===== src/hdl/nor_host_pkg.sv =====
// Constants for the NOR flash host controller
package nor_host_pkg;
  localparam int CLK_PERIOD_PS = 5000;
  // Bus timing in ns
  localparam int WRITE_PULSE_NS = 35;
  localparam int WRITE_HIGH_NS = 35;
  localparam int READ_ACCESS_NS = 70;
  localparam int POLL_HIGH_PULSE_MIN_NS = 50;
  localparam int WRITE_PULSE_CYC = (WRITE_PULSE_NS * 1000 + CLK_PERIOD_PS - 1) / CLK_PERIOD_PS;
  localparam int WRITE_HIGH_CYC = (WRITE_HIGH_NS * 1000 + CLK_PERIOD_PS - 1) / CLK_PERIOD_PS;
  localparam int READ_ACCESS_CYC = (READ_ACCESS_NS * 1000 + CLK_PERIOD_PS - 1) / CLK_PERIOD_PS;
  localparam int POLL_HIGH_CYC =
    (POLL_HIGH_PULSE_MIN_NS * 1000 + CLK_PERIOD_PS - 1) / CLK_PERIOD_PS;
  // Longest embedded operation times, in microseconds and seconds
  localparam int WORD_PROGRAM_DURATION_US = 200;
  localparam int DUAL_PROGRAM_DURATION_US = 100;
  localparam int SMALL_SECTOR_ERASE_DURATION_S = 3;
  localparam int LARGE_SECTOR_ERASE_DURATION_S = 5;
  localparam int ARRAY_ERASE_DURATION_S = 50;
  localparam longint CYC_PER_US = 1000000 / CLK_PERIOD_PS;
  localparam longint CYC_PER_S = 64'd1000000000000 / CLK_PERIOD_PS;
  // Command codes (low byte only is decoded by the device)
  localparam logic [7:0] CMD_UNLOCK1 = 8'hAA;
  localparam logic [7:0] CMD_UNLOCK2 = 8'h55;
  localparam logic [7:0] CMD_ERASE_SETUP = 8'h80;
  localparam logic [7:0] CMD_PROGRAM = 8'hA0;
  localparam logic [7:0] CMD_ID_ENTRY = 8'h90;
  localparam logic [7:0] CMD_ID_EXIT = 8'hF0;
  localparam logic [7:0] CMD_ARRAY_ERASE = 8'h10;
  localparam logic [7:0] CMD_SECTOR_ERASE = 8'h30;
  localparam logic [11:0] ADDR_UNLOCK1 = 12'h555;
  localparam logic [11:0] ADDR_UNLOCK2 = 12'hAAA;
  localparam int TOGGLE_BIT = 6;
  localparam int ID_SELECT_ADDR_BIT = 0;
  // Operation codes on the user port
  localparam logic [2:0] OP_READ = 3'h0;
  localparam logic [2:0] OP_PROGRAM = 3'h1;
  localparam logic [2:0] OP_SECTOR_ERASE = 3'h2;
  localparam logic [2:0] OP_ARRAY_ERASE = 3'h3;
  localparam logic [2:0] OP_ID_READ = 3'h4;
  localparam logic [2:0] OP_ID_EXIT = 3'h5;
endpackage


===== src/hdl/nor_flash_host.sv =====
// Host controller that drives a parallel NOR flash through its pins
`timescale 1ns/1ps
module nor_flash_host #(
  parameter int ADDR_W = 21,
  parameter int DATA_W = 16,
  parameter longint TIMEOUT_CYC =
    nor_host_pkg::ARRAY_ERASE_DURATION_S * 2 * nor_host_pkg::CYC_PER_S
) (
  // Clock and reset
  input wire logic ref_clk,
  input wire logic rst_n,
  // User request port
  input wire logic reqValid,
  output logic reqReady,
  input wire logic [2:0] reqOp,
  input wire logic [ADDR_W-1:0] reqAddr,
  input wire logic [DATA_W-1:0] reqData,
  output logic rspValid,
  output logic [DATA_W-1:0] rspData,
  output logic rspTimeout,
  // Flash pins
  output logic flashCe_n,
  output logic flashOe_n,
  output logic flashWe_n,
  output logic [ADDR_W-1:0] flashAddr,
  output logic [DATA_W-1:0] flashDqOut,
  output logic flashDqOe,
  input wire logic [DATA_W-1:0] flashDqIn
);
  initial begin
    if (ADDR_W < 12 || DATA_W < 8) $error("Address or data width too small");
  end

  typedef enum {IDLE, WR_LOW, WR_HIGH, RD_LOW, RD_DONE, POLL_HIGH, DONE} state_e;
  state_e state_r, stateNxt;

  logic [DATA_W-1:0] dqSync1_r, dqSync2_r;
  logic [2:0] op_r;
  logic [ADDR_W-1:0] userAddr_r;
  logic [DATA_W-1:0] userData_r;
  logic [2:0] step_r, stepNxt;
  logic [7:0] tick_r, tickNxt;
  logic [63:0] busy_r;
  logic havePrev_r, prevBit_r, polling_r;
  logic [DATA_W-1:0] rspData_r;
  logic rspTimeout_r;

  // Command sequence table: step count and per-step address and data
  logic [2:0] seqLen;
  logic [ADDR_W-1:0] seqAddr;
  logic [7:0] seqData;
  logic seqPoll;
  logic tickDone;
  logic lastStep;
  logic newBit;
  logic timedOut;

  assign seqLen = (op_r == nor_host_pkg::OP_PROGRAM) ? 3'd4 :
    (op_r == nor_host_pkg::OP_SECTOR_ERASE || op_r == nor_host_pkg::OP_ARRAY_ERASE) ? 3'd6 :
    (op_r == nor_host_pkg::OP_ID_READ) ? 3'd3 :
    (op_r == nor_host_pkg::OP_ID_EXIT) ? 3'd1 : 3'd0;
  assign seqPoll = op_r == nor_host_pkg::OP_PROGRAM || op_r == nor_host_pkg::OP_SECTOR_ERASE ||
    op_r == nor_host_pkg::OP_ARRAY_ERASE;
  // sector erase and program final write
  assign seqAddr = (step_r == seqLen - 3'd1 && op_r == nor_host_pkg::OP_SECTOR_ERASE) ?
      userAddr_r :
    (step_r == seqLen - 3'd1 && op_r == nor_host_pkg::OP_PROGRAM) ? userAddr_r :
    (op_r == nor_host_pkg::OP_ID_EXIT) ? userAddr_r :
    (step_r == 3'd1 || step_r == 3'd4) ?
      ADDR_W'(nor_host_pkg::ADDR_UNLOCK2) : ADDR_W'(nor_host_pkg::ADDR_UNLOCK1);
  assign seqData = (op_r == nor_host_pkg::OP_ID_EXIT) ? nor_host_pkg::CMD_ID_EXIT :
    (step_r == 3'd0 || step_r == 3'd3) ? nor_host_pkg::CMD_UNLOCK1 :
    (step_r == 3'd1 || step_r == 3'd4) ? nor_host_pkg::CMD_UNLOCK2 :
    (step_r == 3'd2 && op_r == nor_host_pkg::OP_PROGRAM) ? nor_host_pkg::CMD_PROGRAM :
    (step_r == 3'd2 && op_r == nor_host_pkg::OP_ID_READ) ? nor_host_pkg::CMD_ID_ENTRY :
    (step_r == 3'd2) ? nor_host_pkg::CMD_ERASE_SETUP :
    (op_r == nor_host_pkg::OP_ARRAY_ERASE) ? nor_host_pkg::CMD_ARRAY_ERASE :
    (op_r == nor_host_pkg::OP_SECTOR_ERASE) ? nor_host_pkg::CMD_SECTOR_ERASE :
    userData_r[7:0];
  assign lastStep = step_r == seqLen - 3'd1;
  assign newBit = dqSync2_r[nor_host_pkg::TOGGLE_BIT];
  assign timedOut = busy_r >= TIMEOUT_CYC;

  // Next state
  always_comb begin
    stateNxt = state_r;
    stepNxt = step_r;
    tickNxt = tick_r + 8'd1;
    case (state_r)
      IDLE: begin
        tickNxt = 8'd0;
        stepNxt = 3'd0;
        if (reqValid) stateNxt = (reqOp == nor_host_pkg::OP_READ) ? RD_LOW :
          (reqOp == nor_host_pkg::OP_ID_EXIT || reqOp <= nor_host_pkg::OP_ID_READ) ?
            WR_LOW : DONE;
      end
      WR_LOW: if (tick_r + 8'd1 >= 8'(nor_host_pkg::WRITE_PULSE_CYC)) begin
        stateNxt = WR_HIGH;
        tickNxt = 8'd0;
      end
      WR_HIGH: if (tick_r + 8'd1 >= 8'(nor_host_pkg::WRITE_HIGH_CYC)) begin
        tickNxt = 8'd0;
        if (!lastStep) begin
          stepNxt = step_r + 3'd1;
          stateNxt = WR_LOW;
        end else if (seqPoll || op_r == nor_host_pkg::OP_ID_READ) begin
          stateNxt = RD_LOW;
        end else begin
          stateNxt = DONE;
        end
      end
      // Two extra cycles cover the input synchroniser
      RD_LOW: if (tick_r + 8'd1 >= 8'(nor_host_pkg::READ_ACCESS_CYC + 2)) begin
        stateNxt = RD_DONE;
        tickNxt = 8'd0;
      end
      RD_DONE: begin
        tickNxt = 8'd0;
        if (polling_r && !(havePrev_r && newBit == prevBit_r) && !timedOut) stateNxt = POLL_HIGH;
        else stateNxt = DONE;
      end
      // toggled inputs held high between reads
      POLL_HIGH: if (tick_r + 8'd1 >= 8'(nor_host_pkg::POLL_HIGH_CYC)) begin
        stateNxt = RD_LOW;
        tickNxt = 8'd0;
      end
      DONE: stateNxt = IDLE;
      default: stateNxt = IDLE;
    endcase
  end

  always_ff @(posedge ref_clk or negedge rst_n) begin
    if (!rst_n) begin
      state_r <= IDLE;
      step_r <= 3'd0;
      tick_r <= 8'd0;
    end else begin
      state_r <= stateNxt;
      step_r <= stepNxt;
      tick_r <= tickNxt;
    end
  end

  always_ff @(posedge ref_clk or negedge rst_n) begin
    if (!rst_n) begin
      dqSync1_r <= '0;
      dqSync2_r <= '0;
    end else begin
      dqSync1_r <= flashDqIn;
      dqSync2_r <= dqSync1_r;
    end
  end

  // Request capture; polling address held for the whole operation
  always_ff @(posedge ref_clk or negedge rst_n) begin
    if (!rst_n) begin
      op_r <= nor_host_pkg::OP_READ;
      userAddr_r <= '0;
      userData_r <= '0;
    end else if (state_r == IDLE && reqValid) begin
      op_r <= reqOp;
      userAddr_r <= reqAddr;
      userData_r <= reqData;
    end
  end

  // first read only records the level; long wait allowed
  always_ff @(posedge ref_clk or negedge rst_n) begin
    if (!rst_n) begin
      havePrev_r <= 1'b0;
      prevBit_r <= 1'b0;
      polling_r <= 1'b0;
      busy_r <= '0;
    end else if (state_r == IDLE) begin
      havePrev_r <= 1'b0;
      polling_r <= reqValid && reqOp >= nor_host_pkg::OP_PROGRAM &&
        reqOp <= nor_host_pkg::OP_ARRAY_ERASE;
      busy_r <= '0;
    end else begin
      busy_r <= busy_r + 64'd1;
      if (state_r == RD_DONE) begin
        havePrev_r <= 1'b1;
        prevBit_r <= newBit;
      end
    end
  end

  always_ff @(posedge ref_clk or negedge rst_n) begin
    if (!rst_n) begin
      rspData_r <= '0;
      rspTimeout_r <= 1'b0;
    end else if (state_r == RD_DONE) begin
      rspData_r <= dqSync2_r;
      rspTimeout_r <= polling_r && timedOut;
    end else if (state_r == IDLE) begin
      rspTimeout_r <= 1'b0;
    end
  end

  // each poll read pulses select and output enable together
  assign flashCe_n = !(state_r == WR_LOW || state_r == RD_LOW);
  assign flashOe_n = state_r != RD_LOW;
  assign flashWe_n = state_r != WR_LOW;
  assign flashDqOe = state_r == WR_LOW || state_r == WR_HIGH;
  // same address for every status read; id read uses bit 0
  assign flashAddr = (state_r == WR_LOW || state_r == WR_HIGH) ? seqAddr :
    (op_r == nor_host_pkg::OP_ID_READ) ?
      (ADDR_W'(userAddr_r[nor_host_pkg::ID_SELECT_ADDR_BIT]) << nor_host_pkg::ID_SELECT_ADDR_BIT) :
      userAddr_r;
  assign flashDqOut = (lastStep && op_r == nor_host_pkg::OP_PROGRAM) ? userData_r :
    DATA_W'(seqData);
  assign reqReady = state_r == IDLE;
  assign rspValid = state_r == DONE;
  assign rspData = rspData_r;
  assign rspTimeout = rspTimeout_r;

  // Helper count of cycles with output enable high, saturating
  logic [7:0] oeHighCnt_r;
  always_ff @(posedge ref_clk or negedge rst_n) begin
    if (!rst_n) oeHighCnt_r <= 8'h00;
    else if (!flashOe_n) oeHighCnt_r <= 8'h00;
    else if (oeHighCnt_r != 8'hFF) oeHighCnt_r <= oeHighCnt_r + 8'h01;
  end

  // write strobe and output enable never low together
  we_oe_excl_a: assert property (@(posedge ref_clk) disable iff (!rst_n)
    !(!flashWe_n && !flashOe_n)) else $error("Output enable low during write");
  poll_high_min_a: assert property (@(posedge ref_clk) disable iff (!rst_n)
    $fell(flashOe_n) && polling_r |-> oeHighCnt_r >= 8'(nor_host_pkg::POLL_HIGH_CYC))
    else $error("Poll high pulse too short");
  array_erase_cmd_a: assert property (@(posedge ref_clk) disable iff (!rst_n)
    !flashWe_n && lastStep && op_r == nor_host_pkg::OP_ARRAY_ERASE |->
      flashAddr == ADDR_W'(nor_host_pkg::ADDR_UNLOCK1) &&
      flashDqOut[7:0] == nor_host_pkg::CMD_ARRAY_ERASE)
    else $error("Array erase final write wrong");
  sector_erase_cmd_a: assert property (@(posedge ref_clk) disable iff (!rst_n)
    !flashWe_n && lastStep && op_r == nor_host_pkg::OP_SECTOR_ERASE |->
      flashAddr == userAddr_r && flashDqOut[7:0] == nor_host_pkg::CMD_SECTOR_ERASE)
    else $error("Sector erase final write wrong");
  poll_addr_hold_a: assert property (@(posedge ref_clk) disable iff (!rst_n)
    state_r == POLL_HIGH && $past(state_r) == POLL_HIGH |-> $stable(flashAddr))
    else $error("Poll address moved");
  poll_stop_a: assert property (@(posedge ref_clk) disable iff (!rst_n)
    state_r == RD_DONE && havePrev_r && newBit == prevBit_r |=> state_r == DONE)
    else $error("Polling went on after equal reads");
endmodule


===== config.mk =====
export PLATFORM = sky130hd
export DESIGN_NAME = nor_flash_host
export DESIGN_NICKNAME = d
export VERILOG_FILES = /design/src/hdl/nor_host_pkg.sv /design/src/hdl/nor_flash_host.sv
export SDC_FILE = /design/constraint.sdc
export NUM_CORES = 1
export LEC_CHECK = 0
export BUFFER_PORTS_ARGS = -buffer_cell sky130_fd_sc_hd__buf_4
export CORE_MARGIN = 3
export CORE_UTILIZATION = 62
export CTS_CLUSTER_SIZE = 12
export DETAILED_ROUTE_END_ITERATION = 7
export GPL_ROUTABILITY_DRIVEN = 0
export PLACE_DENSITY = 0.95
export REMOVE_ABC_BUFFERS = 1
export SLEW_MARGIN = 10
export SYNTH_ARGS = -nofsm -noshare
export SYNTH_HDL_FRONTEND = slang
export SYNTH_SLANG_ARGS = --single-unit

===== constraint.sdc =====
create_clock -name ref_clk -period 7.2 [get_ports ref_clk]
set_input_delay 1.44 -clock ref_clk [delete_from_list [all_inputs] [get_ports ref_clk]]
set_output_delay 1.44 -clock ref_clk [all_outputs]
set_load 0.03 [all_outputs]

# After elaboration in Yosys (flattened, before gate mapping)
# Cells that the tools add are included.
# totals
output_inout_bits	60
word_cells	132
ff_bits	199
inputBits	59
# op_classes
bitwise	1
magnitude_cmp	7
n_mux	42
addsub	4
reduce_logical	34
eq_ne	30
# op_table
op	n
case mux 32 bit (6 select lines)	1
two-way mux 32 bit	5
equality test 32 x 3 -> 1 bit, second input constant	4
two-way mux 21 bit	5
equality test 32 x 2 -> 1 bit, second input constant	3
two-way mux 8 bit	11
adder 64 x 1 -> 64 bit, second input constant	1
equality test 32 x 4 -> 1 bit, second input constant	2
greater-or-equal comparator 64 x 35 -> 1 bit, second input constant	1
logical NOT 32 bit	2
two-way mux 64 bit	1
equality test 32 x 1 -> 1 bit, second input constant	1
inequality test 32 x 2 -> 1 bit, second input constant	1
inequality test 32 x 3 -> 1 bit, second input constant	1
case mux 8 bit (4 select lines)	1
two-way mux 3 bit	8
two-way mux 16 bit	1
equality test 3 x 2 -> 1 bit, second input constant	4
equality test 3 bit, second input constant	4
two-way mux 12 bit	1
inequality test 2 bit, second input constant	6
logical AND 1 bit	11
logical OR 1 bit	9
adder 8 x 1 -> 8 bit, second input constant	1
22 further kinds	33

# Logic depth before layout (Yosys ltp)
# Gate-level depths: netlist of run 1.
# logic_depth
depth_word	11
ltp_mapped	9
depth_no_buf	9

# Worst setup path before layout of run 1
# No wires, ideal clock.
# synth_timing
path_kind	reg-to-output
from	register op_r[1]
to	output port flashDqOut[4]
stages_incl_launch_ff	9
t_arrival_ns	2.405
t_required_ns	5.760
slack_ns	3.355
path_buffers	1
path_cell_list	dfrtp_1 > and2b_1 > a21oi_1 > ha_1 > xor2_1 > nand3_1 > or3_1 > clkbuf_1 > a31oi_1
# synth_via
elab_chain_cells	10
elab_cells_between_ends	24
cone_classes	add/sub (1); eq/ne (6); mux (13); reduce/logical (4)
# synth_rtl
item	line_no	text
from (decl)	nor_flash_host.sv:38	logic [2:0] op_r;
from (signal assigned)	nor_flash_host.sv:157	op_r <= nor_host_pkg::OP_READ;
from (signal assigned)	nor_flash_host.sv:161	op_r <= reqOp;
parallel branches: the longest is 9 deep, another holds subtractor 3 x 1 -> 3 bit	-	
two-way mux 16 bit *	nor_flash_host.sv:210	assign flashDqOut = (lastStep && op_r == nor_host_pkg::OP_PROGRAM) ? userData_r :
to (decl)	nor_flash_host.sv:26	output logic [DATA_W-1:0] flashDqOut,
# Every way passes the cells marked *.

# Worst setup path in the final report of run 1
# layout_timing
from	register op_r[2]
to	output port flashDqOut[3]
# The elaborated chain is that of the path after synthesis.

==> run metrics, run 1 <==
status=finished, final reports clean; CTS Buf Count=17; CTS H-tree lvls=4; Worst Path Required=5760 ps; post-route setup TNS=0 ps; Layout area overhead=19.3%; worst min path class=reg2reg; Mapped Area=about 8000 um2; CTS Buffer Depth=2; crit path buf inv count=1; row cnt=40; worst-margin pin slew=1230 ps; FMAX=between 0.15 and 0.2 GHz; synth warn=0; CP delay by family, top=simple AND/OR/NAND/NOR gates; max_slew headroom=between 10% and 20%; Worst IR Drop VDD=around 0.00024 V; WL final=between 20000 and 25000 um; Worst Skew=14.2 ps; peak per-stage delay on the critical path=between 1000 and 1500 ps; GRT overflow=0; I/O pin count=approximately 120; crit path DAT=slightly above 4000 ps; initial antenna violation count=0; Antenna Cells=0; via/cell ratio=6.23; fraction of registers with async set/reset=100%; largest net degree at the start of global routing=between 90 and 100; top_reg_cell synth=dfrtp_1; Top cell by count, worst path=nor3_1; TritonCTS clock tree=yes; Yosys cell types=61; clk_lat worst skew=roughly 440 ps; register bit total from synthesis=between 150 and 200; DR vias=about 6.5k; leakage power=4.64 nW; Die X=around 120 um; Total Power=slightly above 0.004 W; Core Region=about 12000 um2; Routed Antenna Nets=0; Crit. End Element=output port; Mean Syn Cell Area=~10 um2; Total Nets Final=941; Iter 0 DRT Violations=around 900; vias in the first global route=about 6.6k; CP Launch Type=register; fin crit period=about 5500 ps; DIE AREA=14300 um2; CP Class=reg2out; Synth Instances=~770; post-DP HPWL=12500 um; Reg clk slew, reported paths=around 60 ps; EDFF count, synth=0; DR pass1 iterations=6; GRT Util Overall=~30%; CP cell instances=and2b_1, a21oi_1, ha_1, xor2_1, nand3_1, nor3_1, nor3_1, a21o_1, buf_4; ratio of final minimum period to clock period=between 70% and 80%; PortBufs=roughly 120; PD cells=423 nW/um2; CP max FO=12; layout cells sized above 1=23.0%; residual DRC count=0; most common library cell in the layout ignoring fill and taps=dfrtp_1; unrepaired setup endpoints after global routing=false; die span in y=about 120 um; Seq/Total Area, Yosys=between 50% and 60%; endpoints failing setup=0; CTS resizes=0; first-pass GRT wire length=around 34000 um; hold-fix buffers at CTS=0; CTS sink cnt=169; root buffer cell=clkbuf_16; Initial Utilization=between 60 and 70%; final hold viol count=0; Max Slew Vio Count=0; slowest stage cell, crit path=nor3_1; max_cap viols=0; Post-CTS Repair Setup Buffers=0; most frequent cells in the layout=169 x dfrtp_1, 119 x buf_4, 88 x nand2_1; Wirelength per Cell=slightly below 20 um
==> sequential cells by signal, summed over array words and instances (netlist names) <==
signal / cells
polling_r: 1
dqSync1_r: 16
busy_r: 64
rspData: 15
prevBit_r: 1
dqSync2_r: 16
havePrev_r: 1
state_r: 3
userData_r: 16
tick_r: 8
userAddr_r: 21
step_r: 3
op_r: 3
rspTimeout: 1
==> stage by stage <==
step | hold slack, ps | util (%) | setup slack, ps | area [um2] | instances
floorplan | 331 | - | 3050 | 7840 | 733
global placement | 331 | 72.8 | 2760 | 8960 | 1021
global route | 355 | 77.5 | 1520 | 9540 | 1050
finish | 348 | 77.5 | 1720 | 9540 | 1050
CTS | 348 | 77.5 | 1830 | 9540 | 1050
detailed placement | 335 | 72.8 | 2500 | 8960 | 1021
==> routing by layer <==
metal | share of wire (%) | vias up | global-route usage (%)
met2 | 52 | 348 | 49.8
met4 | 4.4 | 0 | 15.2
met1 | 37 | 3240 | 35.1
li1 | - | 2855 | -
met5 | 0 | - | 0
met3 | 6.5 | 101 | 7.92
==> worst register-to-register path, stage by stage, from the launching register on <==
cell     delay (ps)
dfrtp_1         600
and2b_1         300
a21oi_1         190
ha_1            200
xor2_1          360
xor2_1          150
a32o_1          340
or4_1           420
nand3_1          90
==> Yosys cell counts (all sizes together) (2+ instances only) <==
cell / number / share of area [%]
dfrtp: 169 / 53
nand2: 88 / 4.1
nor2: 88 / 4.2
xor2: 56 / 6.1
mux2: 41 / 5.8
nand3: 40 / 2.6
and2: 26 / 2.0
nand4: 23 / 2.1
o21ai: 21 / 1.3
and3: 20 / 1.6
buf: 19 / 1.4
a21o: 18 / 1.7
inv: 16 / 0.75
clkbuf: 14 / 0.66
xnor2: 14 / 1.6
a21oi: 13 / 0.81
and4: 12 / 1.3
ha: 10 / 1.6
nor3: 9 / 0.56
or3: 9 / 0.70
nor4: 8 / 1.0
a211oi: 5 / 0.47
a31oi: 4 / 0.31
nand2b: 3 / 0.33
nor2b: 3 / 0.23
o211ai: 3 / 0.28
o31ai: 3 / 0.28
a21boi: 2 / 0.19
a32o: 2 / 0.25
and2b: 2 / 0.19
mux2i: 2 / 0.25
nor3b: 2 / 0.19
o21bai: 2 / 0.19
o22ai: 2 / 0.16
or4: 2 / 0.19
==> logic make-up after synthesis <==
kind of cell             count (synthesis)  synth area share (%)
AND/OR/NAND/NOR                        339                  21.8
flip-flops                             169                  52.9
AO/OA/AOI/OAI                           86                  7.18
XOR/XNOR                                70                  7.76
buffers and inverters                   49                  2.77
multiplexers                            43                  6.02
adder cells (fa/ha/maj)                 10                  1.56
==> area by class of cell <==
cell class / instances / area (um2)
Inverter: 16 / 60.1
Tap cell: 168 / 210
Clock inverter: 8 / 121
Fill cell: 726 / 2770
Clock buffer: 21 / 460
Timing Repair Buffer: 120 / 905
Sequential cell: 169 / 4230
Multi-Input combinational cell: 548 / 3550
==> where the power goes <==
part           internal (W)  switching, W  total, W
combinational      0.000675       0.00109   0.00176
clock              0.000557      0.000368  0.000926
sequential          0.00115      0.000195   0.00134
total               0.00238       0.00165   0.00403
==> path summary, 6_finish.rpt <==
path	slack, ps	startpoint	cells after the start	to
max	1720	op_r[2]$_DFFE_PN0P_	9	flashDqOut[3]
min	350	dqSync1_r[2]$_DFF_PN0_	0	dqSync2_r[2]$_DFF_PN0_
max reg2reg	4470	op_r[2]$_DFFE_PN0P_	8	step_r[2]$_DFFE_PN0P_
min reg2reg	350	dqSync1_r[2]$_DFF_PN0_	0	dqSync2_r[2]$_DFF_PN0_
max in group asynchronous	4710	rst_n	2	dqSync1_r[10]$_DFF_PN0_
min in group asynchronous	1060	rst_n	1	userData_r[3]$_DFFE_PN0P_
Power figures use the tool's default switching activity.
==> run 2: changes to the inputs <==
Settings changed: CORE_UTILIZATION 62 to 57, PLACE_DENSITY 0.95 to 0.92.
Clock period 7.2 ns to 5.3 ns, I/O delays scaled along.
==> run metrics, run 2 (synthesis results as in run 1) <==
status=finished, final reports clean; I/O pin count=119; DR vias=a little over 6k; largest net degree at the start of global routing=between 70 and 80; Max Slew Vio Count=0; TritonCTS clock tree=yes; residual DRC count=0; CTS H-tree lvls=4; Worst Skew=between 10 and 15 ps; Worst Path Required=roughly 4200 ps; CP Class=reg2out; r2r endpoint=userAddr_r[2]$_DFFE_PN0P_; R2R setup slack=2690 ps; Hold Path Depth=0; Total Nets Final=roughly 940; max_slew headroom=24.7%; Routed Antenna Nets=0; PD cells=between 500 and 600 nW/um2; final hold viol count=0; Iter 0 DRT Violations=roughly 550; R2R depth=3; CTS sink cnt=169; initial antenna violation count=0; post-route setup TNS=0 ps; CTS Buf Count=17; Core Region=approximately 14000 um2; CP Launch Type=register; Wirelength per Cell=around 18 um; unrepaired setup endpoints after global routing=false; Crit Reg-Reg Startpoint=state_r[1]$_DFFE_PN0P_; design area=between 9000 and 10000 um2; clk_lat worst skew=about 430 ps; die span in y=~120 um; Worst IR Drop VDD=0.000346 V; GRT Util Overall=24.3%; DR pass1 iterations=5; root buffer cell=clkbuf_16; layout cells sized above 1=between 20% and 30%; Crit. End Element=output port; hold endpoint=dqSync2_r[5]$_DFF_PN0_; Top Registers=busy_r: 64 flops, userAddr_r: 21 flops; GRT overflow=0; endpoints failing setup=0; most common library cell in the layout ignoring fill and taps=dfrtp_1; worst min path class=reg2reg; Total Power=~0.0055 W; DIE AREA=between 15000 and 20000 um2; Reg clk slew, reported paths=approximately 60 ps; max_cap viols=0; most frequent cells in the layout=169 x dfrtp_1, 120 x buf_4, 88 x nand2_1; post-DP HPWL=roughly 12000 um; CP max FO=20; row cnt=42; first-pass GRT wire length=slightly above 30000 um; CTS Buffer Depth=2; Post-CTS Repair Setup Buffers=0; hold-fix buffers at CTS=0; CTS resizes=0; fin crit period=~4700 ps; Hold Startpoint=dqSync1_r[5]$_DFF_PN0_; largest register by flop count=busy_r; Hold WS=~340 ps; vias in the first global route=6225; area of placed instances=about 9000 um2; Antenna Cells=0; Layout area overhead=20.1%; worst-margin pin slew=between 1000 and 1500 ps; crit path DAT=3640 ps; Initial Utilization=between 50% and 60%; FMAX=approximately 0.21 GHz; via/cell ratio=approximately 5.8; Die X=about 120 um; ratio of final minimum period to clock period=between 80% and 90%; PortBufs=approximately 120; leakage power=4.66 nW; WL final=18700 um; max FFs per register=between 60 and 70
## run 2: cell count changes in the layout (fill, tap and decap cells not counted)
| cell | delta |
|---|---|
| clkbuf_1 | -1 |
| bufinv_16 | +1 |
| clkinv_4 | +2 |
| buf_4 | +1 |
## run 2: per-layer routing
layer  share of wire, %  vias up  GRT usage (%)  wire length (um)
met4                2.8        0           8.58               529
li1                   -     2850              -                 -
met3                4.6       51           4.76               856
met1                 41     3053           30.6              7600
met5                  0        -              0                 0
met2                 52      209           42.0              9720
## run 2: worst max path at each step
stage                              from       endpoint  slack, ps  cells after the start
floorplan           op_r[2]$_DFFE_PN0P_  flashDqOut[5]       1530                      8
global placement    op_r[2]$_DFFE_PN0P_  flashDqOut[1]       1240                      9
detailed placement  op_r[2]$_DFFE_PN0P_  flashAddr[14]       1120                      9
CTS                 op_r[2]$_DFFE_PN0P_  flashAddr[14]        640                      9
global route        op_r[2]$_DFFE_PN0P_  flashDqOut[7]        380                      9
finish              op_r[2]$_DFFE_PN0P_  flashAddr[14]        600                      9
## run 2: final cells by class
type	instances	area, um2
Sequential cell	169	4230
Fill cell	859	3900
Multi-Input combinational cell	548	3550
Timing Repair Buffer	121	912
Clock buffer	20	457
Tap cell	176	220
Clock inverter	11	169
Inverter	16	60.1
## run 2: critical path: stages, from the launching register on
cell and delay [ps]:
dfrtp_1 570, and2b_1 280, a21oi_1 130, ha_1 250
xor2_1 330, a31oi_1 150, o21ai_0 390, o31a_1 690
and2_1 240, buf_4 160
## run 2: metrics by stage
step	utilization (%)	setup WS, ps	instances
after floorplan	-	1530	733
after CTS	71.1	642	1061
after global routing	71.1	382	1061
after detailed placement	66.5	1120	1030
final	71.1	602	1061
after global placement	66.5	1240	1030
## run 2: power by group
| part | total [W] | internal [W] | switching (W) |
|---|---|---|---|
| Clock | 0.00131 | 0.000811 | 0.000501 |
| Sequential | 0.00182 | 0.00156 | 0.000256 |
| Combinational | 0.00234 | 0.000914 | 0.00142 |
| Total | 0.00547 | 0.00329 | 0.00218 |
